<file path="src/clk_out_pkg.sv">
package clk_out_pkg;
    // register indices (byte-free word addresses on the plain port)
    localparam logic [7:0] ADDR_SOFT_RST = 8'h1c;
    localparam logic [7:0] ADDR_HARD_RST = 8'h1e;
    localparam logic [7:0] ADDR_ENABLE = 8'h20;
    localparam logic [7:0] ADDR_POWERDOWN = 8'h21;
    localparam logic [7:0] ADDR_IDLE_LEVEL = 8'h22;
    localparam logic [7:0] ADDR_SYNC_GATE = 8'h23;
    localparam logic [7:0] ADDR_SE_MODE = 8'h24;
    localparam logic [7:0] ADDR_POL_TRUE = 8'h25;
    localparam logic [7:0] ADDR_POL_COMP = 8'h26;
    localparam logic [7:0] ADDR_AUTO_CTRL = 8'h27;
    localparam logic [7:0] ADDR_STATUS = 8'h28;
    localparam logic [7:0] ADDR_STEP = 8'h29;
    localparam logic [7:0] ADDR_DELAY0 = 8'h30;
    localparam logic [7:0] ADDR_ACTIVE0 = 8'h38;
    localparam logic [7:0] ADDR_STEPCNT0 = 8'h40;
    // field positions
    localparam int SOFT_RST_BIT = 0;
    localparam int HARD_RST_BIT = 1;
    localparam int AUTO_LOL_EN_BIT = 0;
    localparam int AUTO_XTAL_EN_BIT = 1;
    localparam int STEP_DIR_BIT = 8;
    // reset values
    localparam logic [31:0] ENABLE_RST = 32'hffffffff;
    localparam logic [31:0] ZERO_RST = 32'h00000000;
    localparam logic [1:0] AUTO_CTRL_RST = 2'h2;
    // delay range +/-8.6 ns; signed 16-bit settings cover it
    localparam int DELAY_W = 16;
    localparam logic [7:0] READ_UNMAPPED = 8'h00;

    typedef enum logic [1:0] {
        DRV_OFF = 2'b00,
        DRV_IDLE = 2'b01,
        DRV_RUN = 2'b10
    } drv_state_e;
endpackage : clk_out_pkg

</file>
<file path="src/clock_output_enable_and_skew.sv">
// The plain strobed port and the register addresses are this design's own decisions.
`timescale 1ns/1ps
// Overview of operation
// - global disable pin low leaves each driver to its other controls, high disables all.
// - any one active disable source disables its output regardless of enables.
// - each driver independently runs, idles static, or is powered down.
// - powerdown drives neither pin, so both float high-impedance.
// - per-output setting picks idle level low or high while disabled.
// - idle level applies to differential and LVPECL-style formats.
// - synchronous gating waits for the clock period end before changing.
// - asynchronous gating applies enable changes immediately.
// - gating choice governs manual and automatic transitions alike.
// - unlocked loop keeps clocking unless option disables its outputs.
// - crystal reference loss disables all outputs by default.
// - each automatic source maskable; unmasked sources combine wired-OR.
// - single-ended driver clocks both true and complement pins.
// - single-ended complement in phase by default; polarity per pin settable.
// - single-ended polarity settings ignored in differential mode.
// - static skew only for outputs derived from loop B.
// - small variant delays dividers 1 and 4; large variant dividers 1-4.
// - default delays leave all loop B outputs time-aligned.
// - delay bidirectional; step VCO/256 fractional, one VCO period integer.
// - written delays become active only on soft reset.
// - power-on, restart pin or hard reset reload stored delays.
// - phase step any time, shared per divider, cleared by power-on, restart pin or hard reset.
module clock_output_enable_and_skew
    import clk_out_pkg::*;
#(
    parameter int NUM_OUT = 12,
    parameter int NUM_DIV = 4,
    parameter bit LARGE_VARIANT = 1'b1,
    parameter logic [NUM_DIV*DELAY_W-1:0] NVM_DELAY = '0
) (
    input wire logic SYS_CLK,
    input wire logic RESET_N,
    input wire logic CLK_EN,
    input wire logic EXTERNAL_RESTART_PIN_N,
    input wire logic GLOBAL_OUTPUT_DISABLE_PIN,
    input wire logic [NUM_OUT-1:0] DIV_CLK,
    input wire logic [NUM_OUT-1:0] FROM_LOOP_B,
    input wire logic [NUM_OUT-1:0] DIFF_FORMAT,
    input wire logic LOOP_UNLOCKED_FLAG,
    input wire logic CRYSTAL_REF_LOSS_FAULT,
    input wire logic [7:0] ADDR,
    input wire logic [31:0] WDATA,
    input wire logic WR,
    input wire logic RD,
    output logic [31:0] RDATA,
    output logic [NUM_OUT-1:0] OUT_TRUE,
    output logic [NUM_OUT-1:0] OUT_TRUE_OE,
    output logic [NUM_OUT-1:0] COMPLEMENT_OUTPUT_PIN,
    output logic [NUM_OUT-1:0] COMPLEMENT_OUTPUT_PIN_OE,
    output logic [NUM_OUT-1:0] DRIVER_ENABLED,
    output logic [NUM_DIV*DELAY_W-1:0] DIVIDER_SKEW_SETTING,
    output logic [NUM_DIV*DELAY_W-1:0] DIVIDER_PHASE_STEPS
);
    logic [NUM_OUT-1:0] enable_reg;
    logic [NUM_OUT-1:0] powerdown_reg;
    logic [NUM_OUT-1:0] idle_level_select;
    logic [NUM_OUT-1:0] sync_gate_reg;
    logic [NUM_OUT-1:0] se_mode_reg;
    logic [NUM_OUT-1:0] pol_true_reg;
    logic [NUM_OUT-1:0] pol_comp_reg;
    logic [1:0] auto_ctrl_reg;
    logic [DELAY_W-1:0] divider_io_skew_setting [NUM_DIV];
    logic [DELAY_W-1:0] skew_active_reg [NUM_DIV];
    logic [DELAY_W-1:0] step_cnt_reg [NUM_DIV];
    logic [NUM_OUT-1:0] run_reg;
    logic [NUM_OUT-1:0] div_clk_d_reg;
    logic [NUM_OUT-1:0] want_run;
    logic auto_disable;
    logic hard_clear;
    logic [31:0] rdata_next;

    // divider exists for skew in this variant
    function automatic logic div_has_delay(input int idx);
        div_has_delay = LARGE_VARIANT ? (idx < 4) : (idx == 0 || idx == 3);
    endfunction : div_has_delay

    // write strobe aimed at one register word; inputs passed so assigns stay sensitive
    function automatic logic wr_hit(input logic wr, input logic [7:0] addr,
            input logic [7:0] target);
        wr_hit = wr && (addr == target);
    endfunction : wr_hit

    // unmasked automatic sources are OR-ed; pin and manual bits each veto
    assign auto_disable = (auto_ctrl_reg[AUTO_LOL_EN_BIT] & LOOP_UNLOCKED_FLAG)
        | (auto_ctrl_reg[AUTO_XTAL_EN_BIT] & CRYSTAL_REF_LOSS_FAULT);
    assign want_run = enable_reg & ~powerdown_reg
        & {NUM_OUT{~GLOBAL_OUTPUT_DISABLE_PIN & ~auto_disable}};

    assign hard_clear = ~EXTERNAL_RESTART_PIN_N
        | (wr_hit(WR, ADDR, ADDR_HARD_RST) & WDATA[HARD_RST_BIT]);

    always_ff @(posedge SYS_CLK) begin
        if (!RESET_N) begin
            div_clk_d_reg <= '0;
        end else if (CLK_EN) begin
            div_clk_d_reg <= DIV_CLK;
        end
    end

    // sync gating changes only at the falling edge ending a period
    always_ff @(posedge SYS_CLK) begin
        if (!RESET_N) begin
            run_reg <= '0;
        end else if (CLK_EN) begin
            for (int i = 0; i < NUM_OUT; i++) begin
                if (!sync_gate_reg[i]) begin
                    run_reg[i] <= want_run[i];
                end else if (div_clk_d_reg[i] && !DIV_CLK[i]) begin
                    run_reg[i] <= want_run[i];
                end
            end
        end
    end

    // async path also bypasses the register for immediate stop
    always_comb begin
        for (int i = 0; i < NUM_OUT; i++) begin
            logic running;
            logic level;
            // powerdown removes the driver at once, never waiting for a period end
            running = (sync_gate_reg[i] ? run_reg[i] : want_run[i]) & ~powerdown_reg[i];
            level = running ? DIV_CLK[i] : idle_level_select[i];
            DRIVER_ENABLED[i] = running;
            OUT_TRUE_OE[i] = ~powerdown_reg[i];
            COMPLEMENT_OUTPUT_PIN_OE[i] = ~powerdown_reg[i];
            if (powerdown_reg[i]) begin
                OUT_TRUE[i] = 1'b0;
                COMPLEMENT_OUTPUT_PIN[i] = 1'b0;
            end else if (se_mode_reg[i] && !DIFF_FORMAT[i]) begin
                OUT_TRUE[i] = level ^ pol_true_reg[i];
                COMPLEMENT_OUTPUT_PIN[i] = level ^ pol_comp_reg[i];
            end else begin
                OUT_TRUE[i] = level;
                COMPLEMENT_OUTPUT_PIN[i] = ~level;
            end
        end
    end

    // one process per control word, so a decode slip touches one word only
    always_ff @(posedge SYS_CLK) begin
        if (!RESET_N) begin
            enable_reg <= ENABLE_RST[NUM_OUT-1:0];
        end else if (CLK_EN && wr_hit(WR, ADDR, ADDR_ENABLE)) begin
            enable_reg <= WDATA[NUM_OUT-1:0];
        end
    end

    always_ff @(posedge SYS_CLK) begin
        if (!RESET_N) begin
            powerdown_reg <= ZERO_RST[NUM_OUT-1:0];
        end else if (CLK_EN && wr_hit(WR, ADDR, ADDR_POWERDOWN)) begin
            powerdown_reg <= WDATA[NUM_OUT-1:0];
        end
    end

    always_ff @(posedge SYS_CLK) begin
        if (!RESET_N) begin
            idle_level_select <= ZERO_RST[NUM_OUT-1:0];
        end else if (CLK_EN && wr_hit(WR, ADDR, ADDR_IDLE_LEVEL)) begin
            idle_level_select <= WDATA[NUM_OUT-1:0];
        end
    end

    always_ff @(posedge SYS_CLK) begin
        if (!RESET_N) begin
            sync_gate_reg <= ENABLE_RST[NUM_OUT-1:0];
        end else if (CLK_EN && wr_hit(WR, ADDR, ADDR_SYNC_GATE)) begin
            sync_gate_reg <= WDATA[NUM_OUT-1:0];
        end
    end

    always_ff @(posedge SYS_CLK) begin
        if (!RESET_N) begin
            se_mode_reg <= ZERO_RST[NUM_OUT-1:0];
        end else if (CLK_EN && wr_hit(WR, ADDR, ADDR_SE_MODE)) begin
            se_mode_reg <= WDATA[NUM_OUT-1:0];
        end
    end

    always_ff @(posedge SYS_CLK) begin
        if (!RESET_N) begin
            pol_true_reg <= ZERO_RST[NUM_OUT-1:0];
        end else if (CLK_EN && wr_hit(WR, ADDR, ADDR_POL_TRUE)) begin
            pol_true_reg <= WDATA[NUM_OUT-1:0];
        end
    end

    always_ff @(posedge SYS_CLK) begin
        if (!RESET_N) begin
            pol_comp_reg <= ZERO_RST[NUM_OUT-1:0];
        end else if (CLK_EN && wr_hit(WR, ADDR, ADDR_POL_COMP)) begin
            pol_comp_reg <= WDATA[NUM_OUT-1:0];
        end
    end

    always_ff @(posedge SYS_CLK) begin
        if (!RESET_N) begin
            auto_ctrl_reg <= AUTO_CTRL_RST;
        end else if (CLK_EN && wr_hit(WR, ADDR, ADDR_AUTO_CTRL)) begin
            auto_ctrl_reg <= WDATA[1:0];
        end
    end

    // staged delay settings; reload from stored values on hard clear
    always_ff @(posedge SYS_CLK) begin
        if (!RESET_N) begin
            for (int d = 0; d < NUM_DIV; d++) begin
                divider_io_skew_setting[d] <= NVM_DELAY[d*DELAY_W +: DELAY_W];
                skew_active_reg[d] <= NVM_DELAY[d*DELAY_W +: DELAY_W];
            end
        end else if (CLK_EN) begin
            for (int d = 0; d < NUM_DIV; d++) begin
                if (hard_clear) begin
                    divider_io_skew_setting[d] <= NVM_DELAY[d*DELAY_W +: DELAY_W];
                    skew_active_reg[d] <= NVM_DELAY[d*DELAY_W +: DELAY_W];
                end else begin
                    if (wr_hit(WR, ADDR, ADDR_DELAY0 + 8'(d)) && div_has_delay(d)) begin
                        divider_io_skew_setting[d] <= WDATA[DELAY_W-1:0];
                    end
                    if (wr_hit(WR, ADDR, ADDR_SOFT_RST) && WDATA[SOFT_RST_BIT]
                            && div_has_delay(d)) begin
                        skew_active_reg[d] <= divider_io_skew_setting[d];
                    end
                end
            end
        end
    end

    // phase steps accumulate per divider, so all its outputs move together
    always_ff @(posedge SYS_CLK) begin
        if (!RESET_N) begin
            for (int d = 0; d < NUM_DIV; d++) begin
                step_cnt_reg[d] <= '0;
            end
        end else if (CLK_EN) begin
            for (int d = 0; d < NUM_DIV; d++) begin
                if (hard_clear) begin
                    step_cnt_reg[d] <= '0;
                end else if (wr_hit(WR, ADDR, ADDR_STEP) && WDATA[d]) begin
                    step_cnt_reg[d] <= WDATA[STEP_DIR_BIT] ? step_cnt_reg[d] - DELAY_W'(1)
                                                           : step_cnt_reg[d] + DELAY_W'(1);
                end
            end
        end
    end

    // skew is meaningful only on loop B outputs; the fabric routes it there
    always_comb begin
        for (int d = 0; d < NUM_DIV; d++) begin
            DIVIDER_SKEW_SETTING[d*DELAY_W +: DELAY_W] = skew_active_reg[d];
            DIVIDER_PHASE_STEPS[d*DELAY_W +: DELAY_W] = step_cnt_reg[d];
        end
    end

    always_comb begin
        rdata_next = 32'h00000000;
        case (ADDR)
            ADDR_ENABLE: rdata_next[NUM_OUT-1:0] = enable_reg;
            ADDR_POWERDOWN: rdata_next[NUM_OUT-1:0] = powerdown_reg;
            ADDR_IDLE_LEVEL: rdata_next[NUM_OUT-1:0] = idle_level_select;
            ADDR_SYNC_GATE: rdata_next[NUM_OUT-1:0] = sync_gate_reg;
            ADDR_SE_MODE: rdata_next[NUM_OUT-1:0] = se_mode_reg;
            ADDR_POL_TRUE: rdata_next[NUM_OUT-1:0] = pol_true_reg;
            ADDR_POL_COMP: rdata_next[NUM_OUT-1:0] = pol_comp_reg;
            ADDR_AUTO_CTRL: rdata_next[1:0] = auto_ctrl_reg;
            ADDR_STATUS: rdata_next[NUM_OUT-1:0] = DRIVER_ENABLED;
            default: begin
                for (int d = 0; d < NUM_DIV; d++) begin
                    if (ADDR == ADDR_DELAY0 + 8'(d)) begin
                        rdata_next[DELAY_W-1:0] = divider_io_skew_setting[d];
                    end
                    if (ADDR == ADDR_ACTIVE0 + 8'(d)) begin
                        rdata_next[DELAY_W-1:0] = skew_active_reg[d];
                    end
                    if (ADDR == ADDR_STEPCNT0 + 8'(d)) begin
                        rdata_next[DELAY_W-1:0] = step_cnt_reg[d];
                    end
                end
            end
        endcase
    end

    always_ff @(posedge SYS_CLK) begin
        if (!RESET_N) begin
            RDATA <= 32'h00000000;
        end else if (CLK_EN) begin
            RDATA <= RD ? rdata_next : 32'h00000000;
        end
    end
endmodule : clock_output_enable_and_skew

</file>
<file path="config.mk">
export PLATFORM = sky130hd
export DESIGN_NAME = clock_output_enable_and_skew
export DESIGN_NICKNAME = d
export VERILOG_FILES = /design/src/clk_out_pkg.sv /design/src/clock_output_enable_and_skew.sv
export SDC_FILE = /design/constraint.sdc
export NUM_CORES = 1
export LEC_CHECK = 0
export BUFFER_PORTS_ARGS = -buffer_cell sky130_fd_sc_hd__buf_2
export CAP_MARGIN = 20
export CORE_MARGIN = 2
export CORE_UTILIZATION = 43
export CTS_CLUSTER_SIZE = 12
export DETAILED_ROUTE_END_ITERATION = 12
export PLACE_DENSITY = 0.76
export SETUP_SLACK_MARGIN = 0.1
export SKIP_CTS_REPAIR_TIMING = 1
export SYNTH_ARGS = -nofsm -noshare
export SYNTH_HDL_FRONTEND = slang
export SYNTH_SLANG_ARGS = --single-unit
</file>
<file path="constraint.sdc">
create_clock -name SYS_CLK -period 3 [get_ports SYS_CLK]
set_clock_uncertainty 0.15 [all_clocks]
set_input_delay 0.3 -clock SYS_CLK [delete_from_list [all_inputs] [get_ports SYS_CLK]]
set_output_delay 0.3 -clock SYS_CLK [all_outputs]
set_load 0.01 [all_outputs]
</file>
==> Word-level counts from Yosys, hierarchy flattened <==
Memory sizes are Yosys's and may differ from the RTL's.
Index checks and enable logic that the tools add are counted.
{ "word_totals": {"ff_bits": 142, "mem_bits_rw": 192, "in_bits": 85, "output_inout_bits": 220, "elab_cells": 444, "memories": 3} }
{ "classes": {"addsub": 8, "n_eq_ne": 36, "n_mux": 190, "bitwise": 96, "n_reduce_logical": 89} }
{ "memory_table": {"columns": ["memory", "words", "word_bits", "read_ports", "rd_ports_with_merged_regs", "write_ports", "line_no", "rtl"], "rows": [
  ["divider_io_skew_setting", 4, 16, 4, 0, 4, "clock_output_enable_and_skew.sv:65", "logic [DELAY_W-1:0] divider_io_skew_setting [NUM_DIV];"],
  ["skew_active_reg", 4, 16, 4, 0, 4, "clock_output_enable_and_skew.sv:66", "logic [DELAY_W-1:0] skew_active_reg [NUM_DIV];"],
  ["step_cnt_reg", 4, 16, 4, 0, 4, "clock_output_enable_and_skew.sv:67", "logic [DELAY_W-1:0] step_cnt_reg [NUM_DIV];"]
]} }
{ "ops": {"columns": ["op", "n"], "rows": [
  ["16-bit 2-to-1 mux", 41],
  ["1-bit 2-to-1 mux", 146],
  ["8-bit by 6-bit == test with 1-bit output (second input constant)", 18],
  ["10-bit case mux with 9 select lines", 1],
  ["16-bit by 1-bit adder with 16-bit output (second input constant)", 4],
  ["16-bit by 1-bit subtractor with 16-bit output (second input constant)", 4],
  ["1-bit logical AND", 52],
  ["8-bit by 7-bit == test with 1-bit output (second input constant)", 4],
  ["1-bit NOT", 27],
  ["1-bit OR", 26],
  ["12-bit AND", 2],
  ["1-bit logical NOT", 24],
  ["2-bit by 1-bit inequality test with 1-bit output (second input constant)", 12],
  ["2-bit AND reduction", 12],
  ["1-bit bitwise XOR", 24],
  ["2-bit case mux with 9 select lines", 1],
  ["1-bit AND", 16],
  ["8-bit by 5-bit == test with 1-bit output (second input constant)", 2],
  ["12-bit NOT", 1],
  ["9-bit OR reduction", 1],
  ["4-bit 2-to-1 mux", 1]
]} }

==> Longest topological paths before layout <==
{ "logic_depth": {"ltp_word": 15, "depth_mapped": 10} }

==> Least setup slack after synthesis <==
OpenSTA, ideal clock, no wires.
{ "synth_timing": {"path_type": "input -> register", "start": "input ADDR[3]", "end": "memory skew_active_reg[0][0], enable pin", "setup_ns": 0.413, "arrival_time_ns": 2.549, "required_time_ns": 2.437, "setup_slack_ns": -0.112, "stages": 8, "path_buffers": 2, "path_cell_list": "buf_6 -> nand4b_1 -> nor4b_1 -> nand3_1 -> a21oi_1 -> nor2b_1 -> clkbuf_1 -> nand2b_1"} }
{ "synth_rtl": {"columns": ["element", "line_no", "rtl"], "rows": [
  ["from (decl)", "clock_output_enable_and_skew.sv:44", "input wire logic [7:0] ADDR,"],
  ["to (decl)", "clock_output_enable_and_skew.sv:66", null]
]} }

==> Worst setup path after layout <==
{ "layout_timing": {"start": "register auto_ctrl_reg[0]", "end": "output OUT_TRUE[6]"} }
{ "layout_via": {"elab_chain_cells": 11} }
{ "layout_rtl": {"columns": ["element", "line_no", "rtl"], "rows": [
  ["from (decl)", "clock_output_enable_and_skew.sv:64", "logic [1:0] auto_ctrl_reg;"],
  ["from (signal assigned)", "clock_output_enable_and_skew.sv:203", "auto_ctrl_reg <= WDATA[1:0];"],
  ["1-bit AND (*)", "clock_output_enable_and_skew.sv:87", "assign auto_disable = (auto_ctrl_reg[AUTO_LOL_EN_BIT] & LOOP_UNLOCKED_FLAG)"],
  ["1-bit OR (*)", "clock_output_enable_and_skew.sv:88", "| (auto_ctrl_reg[AUTO_XTAL_EN_BIT] & CRYSTAL_REF_LOSS_FAULT);"],
  ["1-bit NOT (*)", "clock_output_enable_and_skew.sv:90", "& {NUM_OUT{~GLOBAL_OUTPUT_DISABLE_PIN & ~auto_disable}};"],
  ["1-bit AND (*)", "clock_output_enable_and_skew.sv:90", null],
  ["12-bit AND (*)", "clock_output_enable_and_skew.sv:90", null],
  ["1-bit 2-to-1 mux (*)", "clock_output_enable_and_skew.sv:124", "running = (sync_gate_reg[i] ? run_reg[i] : want_run[i]) & ~powerdown_reg[i];"],
  ["1-bit AND (*)", "clock_output_enable_and_skew.sv:124", null],
  ["1-bit 2-to-1 mux (*)", "clock_output_enable_and_skew.sv:125", "level = running ? DIV_CLK[i] : idle_level_select[i];"],
  ["1-bit bitwise XOR", "clock_output_enable_and_skew.sv:133", "OUT_TRUE[i] = level ^ pol_true_reg[i];"],
  ["1-bit 2-to-1 mux (*)", "clock_output_enable_and_skew.sv:132", "end else if (se_mode_reg[i] && !DIFF_FORMAT[i]) begin"],
  ["1-bit 2-to-1 mux (*)", "clock_output_enable_and_skew.sv:129", "if (powerdown_reg[i]) begin"],
  ["to (decl)", "clock_output_enable_and_skew.sv:49", "output logic [NUM_OUT-1:0] OUT_TRUE,"]
]} }
Every way passes the cells marked *; elsewhere a longest branch is shown, timed or not.

==> out/metrics.cfg <==
[run_status]
status=complete, but fails checks
violations=hold timing, setup timing

[pwr]
p_per_area_nw_per_um2=482
vdd_drop_max_mv=0.328
leakage_uw=0.00884

[timing]
setup_viol=4
worst_slack_ns=-0.157
min_period_ns=3.16
slew_headroom=0.372
tightest_slew_ns=0.938
drv_slew=0
fin_crit_sh=1.05
hold_viol=1
rsz0062_at_grt=true
whs_ns=-0.0257
fmaxAchievable_mhz=317

[worst_setup_path]
r2r_end=step_cnt_reg[0][15]
path_class=register to output pin
worstPathRequired_ns=2.55
crit_start=auto_ctrl_reg[0]
startpoint_type=register
worstSetupEndpointType=output pin
cp.arrival_ns=2.71
crit_chain=a221oi_4 -> buf_4 -> buf_6 -> nand3b_1 -> a21oi_2 -> mux2i_2 -> xnor2_1 -> nor2_1 -> buf_2
cp_slowest_cell=dfxtp_2
critPathMaxStageDelay_ns=0.36
ff2ff_path_depth=8
reg2reg_from=step_cnt_reg[0][1]
crit_path_max_fanout=6
reg2reg_slack_ns=0.25

[placed_design]
dp_hpwl_um=47900
placed_area_um2=20400
gp_congestion=0.932
io_buffer_count=260

[global_routing]
use_met1=0.394
met2_usage=0.442
antenna_found_initial=3
grt_start_max_net_pins=103
grtUsageTotal=0.287
grt_pass1_wl_um=95200
grt-ovfl-total=0
grt.busiest_layer=met2
grt_pass1_vias=15054
grtUsageMet3=0.0639

[layout]
multi_input_area_um2=9310
final_common_cell=nand2_1
ff_latch_area_um2=8290
nFillCells=3712
drive_gt1_frac=0.237
final_cell_mix=nand2_1, buf_2, edfxtp_1, and2_1, nor2_1
final_area_um2=22000
fin_nets=2328
area_growth_syn_to_layout_pct=20.3

[clocking]
clock-root-buffer=clkbuf_16
clk_pin_slew_ns=0.06
tritoncts=yes
cts_made_buffers=36
insertion_delay_ns=0.53
clockBufferDepth=3
h-tree-depth=2
clock_sinks=318

[floorplanning]
num_rows=75
initial_core_util=0.435
core-area_um2=41900
die-area_um2=44100
die_w_um=210
top_level_ports=305
dieHeight_um=210

[yosys]
syn_avg_cell_area_um2=9.75
synth_top_family_by_area=simple AND/OR/NAND/NOR gates
yosysSeqAreaShare=0.454
ys_warn_count=0
synth_mux_area_frac=0.0420
synth_cell_types=91
synthArstFlopShare=0
synth_top_cell_by_area=edfxtp_1
synth-compound-area-share=0.170
synthTopCellsByArea=edfxtp_1, dfxtp_1, nand2_1
yosys_register_bits=318
synth-simple-area-share=0.212
synth_xor_area_frac=0.0331
synthAdderAreaFrac=0.0428
synth_area_um2=18300
synth_edf_count=192
synthFlopType=edfxtp_1
synth_top_area_share=0.316
synth_cells=1873

[worst_hold_path]
holdPathEnd=div_clk_d_reg[8]
min_from=DIV_CLK[8]
hp-class=input port to register
whs_path_depth=3

[job]
drv_cap=0

[routing]
drtAntennaViolNets=0
vias=16503
routedWlPerCell_um=24.2
drcViolationCount=0
drt-total-wl_um=66500
initialDrtViolationCount=1882
vias_per_cell=6.00
dr.pass1.iters=6

-- layer usage --
| layer | part of all wire | up-vias |
|---|---|---|
| li1 | - | 7357 |
| met1 | 0.40 | 7914 |
| met2 | 0.44 | 1049 |
| met3 | 0.11 | 179 |
| met4 | 0.044 | 4 |
| met5 | 0.00032 | - |
-- stage by stage --
step / util / TNS (ns) / total power [uW] / instances / setup WS (ns)
6_report: 0.523 / -0.367 / 10600 / 2751 / -0.157
5_1_grt: 0.523 / -1.08 / 10900 / 2750 / -0.231
4_1_cts: 0.515 / -0.462 / 10500 / 2724 / -0.106
3_5_place_dp: 0.487 / -0.0519 / 6230 / 2659 / -0.0519
3_3_place_gp: 0.487 / -0.0367 / 6210 / 2659 / -0.0367
2_1_floorplan: - / 0 / 5720 / 1888 / 0.173
-- kinds of logic after synthesis --
family | count (synthesis)
fa+ha+maj | 60
other cells | 1
simple gates | 749
flops | 318
xor+xnor | 69
buf+inv | 165
mux | 63
compound gates | 448
-- critical path, delay by kind of cell, from the launching register on --
kind	cells	cell delay, ns
AOI/OAI and AO/OA	2	0.59
buffers and inverters	3	0.48
DFF	1	0.36
muxes	1	0.34
and+or+nand+nor	2	0.20
xor gates and xnor gates	1	0.20
-- worst max path at each step --
stage	end	slack, ns	depth (start not counted)
3_5_place_dp	step_cnt_reg[2][15]	-0.05	10
5_1_grt	OUT_TRUE[6]	-0.23	9
2_1_floorplan	divider_io_skew_setting[2][0]	0.17	6
4_1_cts	COMPLEMENT_OUTPUT_PIN[0]	-0.11	8
3_3_place_gp	step_cnt_reg[2][15]	-0.04	10
6_report	OUT_TRUE[6]	-0.16	9
-- cell type report --
cell class,instances,share of cell area
inverter,35,0.00598
antenna,2,0.000228
sequential,318,0.378
clock inverter,15,0.00462
tap,539,0.0307
timing repair buffer,387,0.109
multi-input combinational,1405,0.424
clock buffer,50,0.0476
-- where the power goes --
group,switching [uW],internal [uW]
Combinational,776,511
Sequential,138,4780
Clock,1850,2520
Total,2760,7810
-- cell usage after synthesis (5+ instances only) --
master / number
nand2_1: 265
edfxtp_1: 192
and2_1: 131
nor2_1: 127
dfxtp_1: 126
a21oi_1: 102
clkbuf_1: 61
o21ai_0: 61
ha_1: 56
nor2b_1: 50
xnor2_1: 42
buf_4: 36
a21boi_0: 35
inv_1: 35
mux2i_1: 35
nand3_1: 32
a21boi_1: 28
xor2_1: 27
buf_2: 24
nand2b_1: 23
nand3b_1: 23
a21o_1: 22
nor3_1: 22
a32oi_1: 21
a22oi_1: 19
mux2_2: 19
a211oi_1: 18
nor3b_1: 17
a221oi_1: 15
a41oi_1: 13
o221ai_1: 13
o21a_1: 12
o22ai_1: 12
a22o_1: 9
mux4_2: 9
o2111ai_1: 9
a31oi_1: 7
o211ai_1: 7
or2_2: 7
and3_1: 6
buf_6: 6
nor3_2: 5
o21bai_1: 5
(Power assumes the default switching activity.)
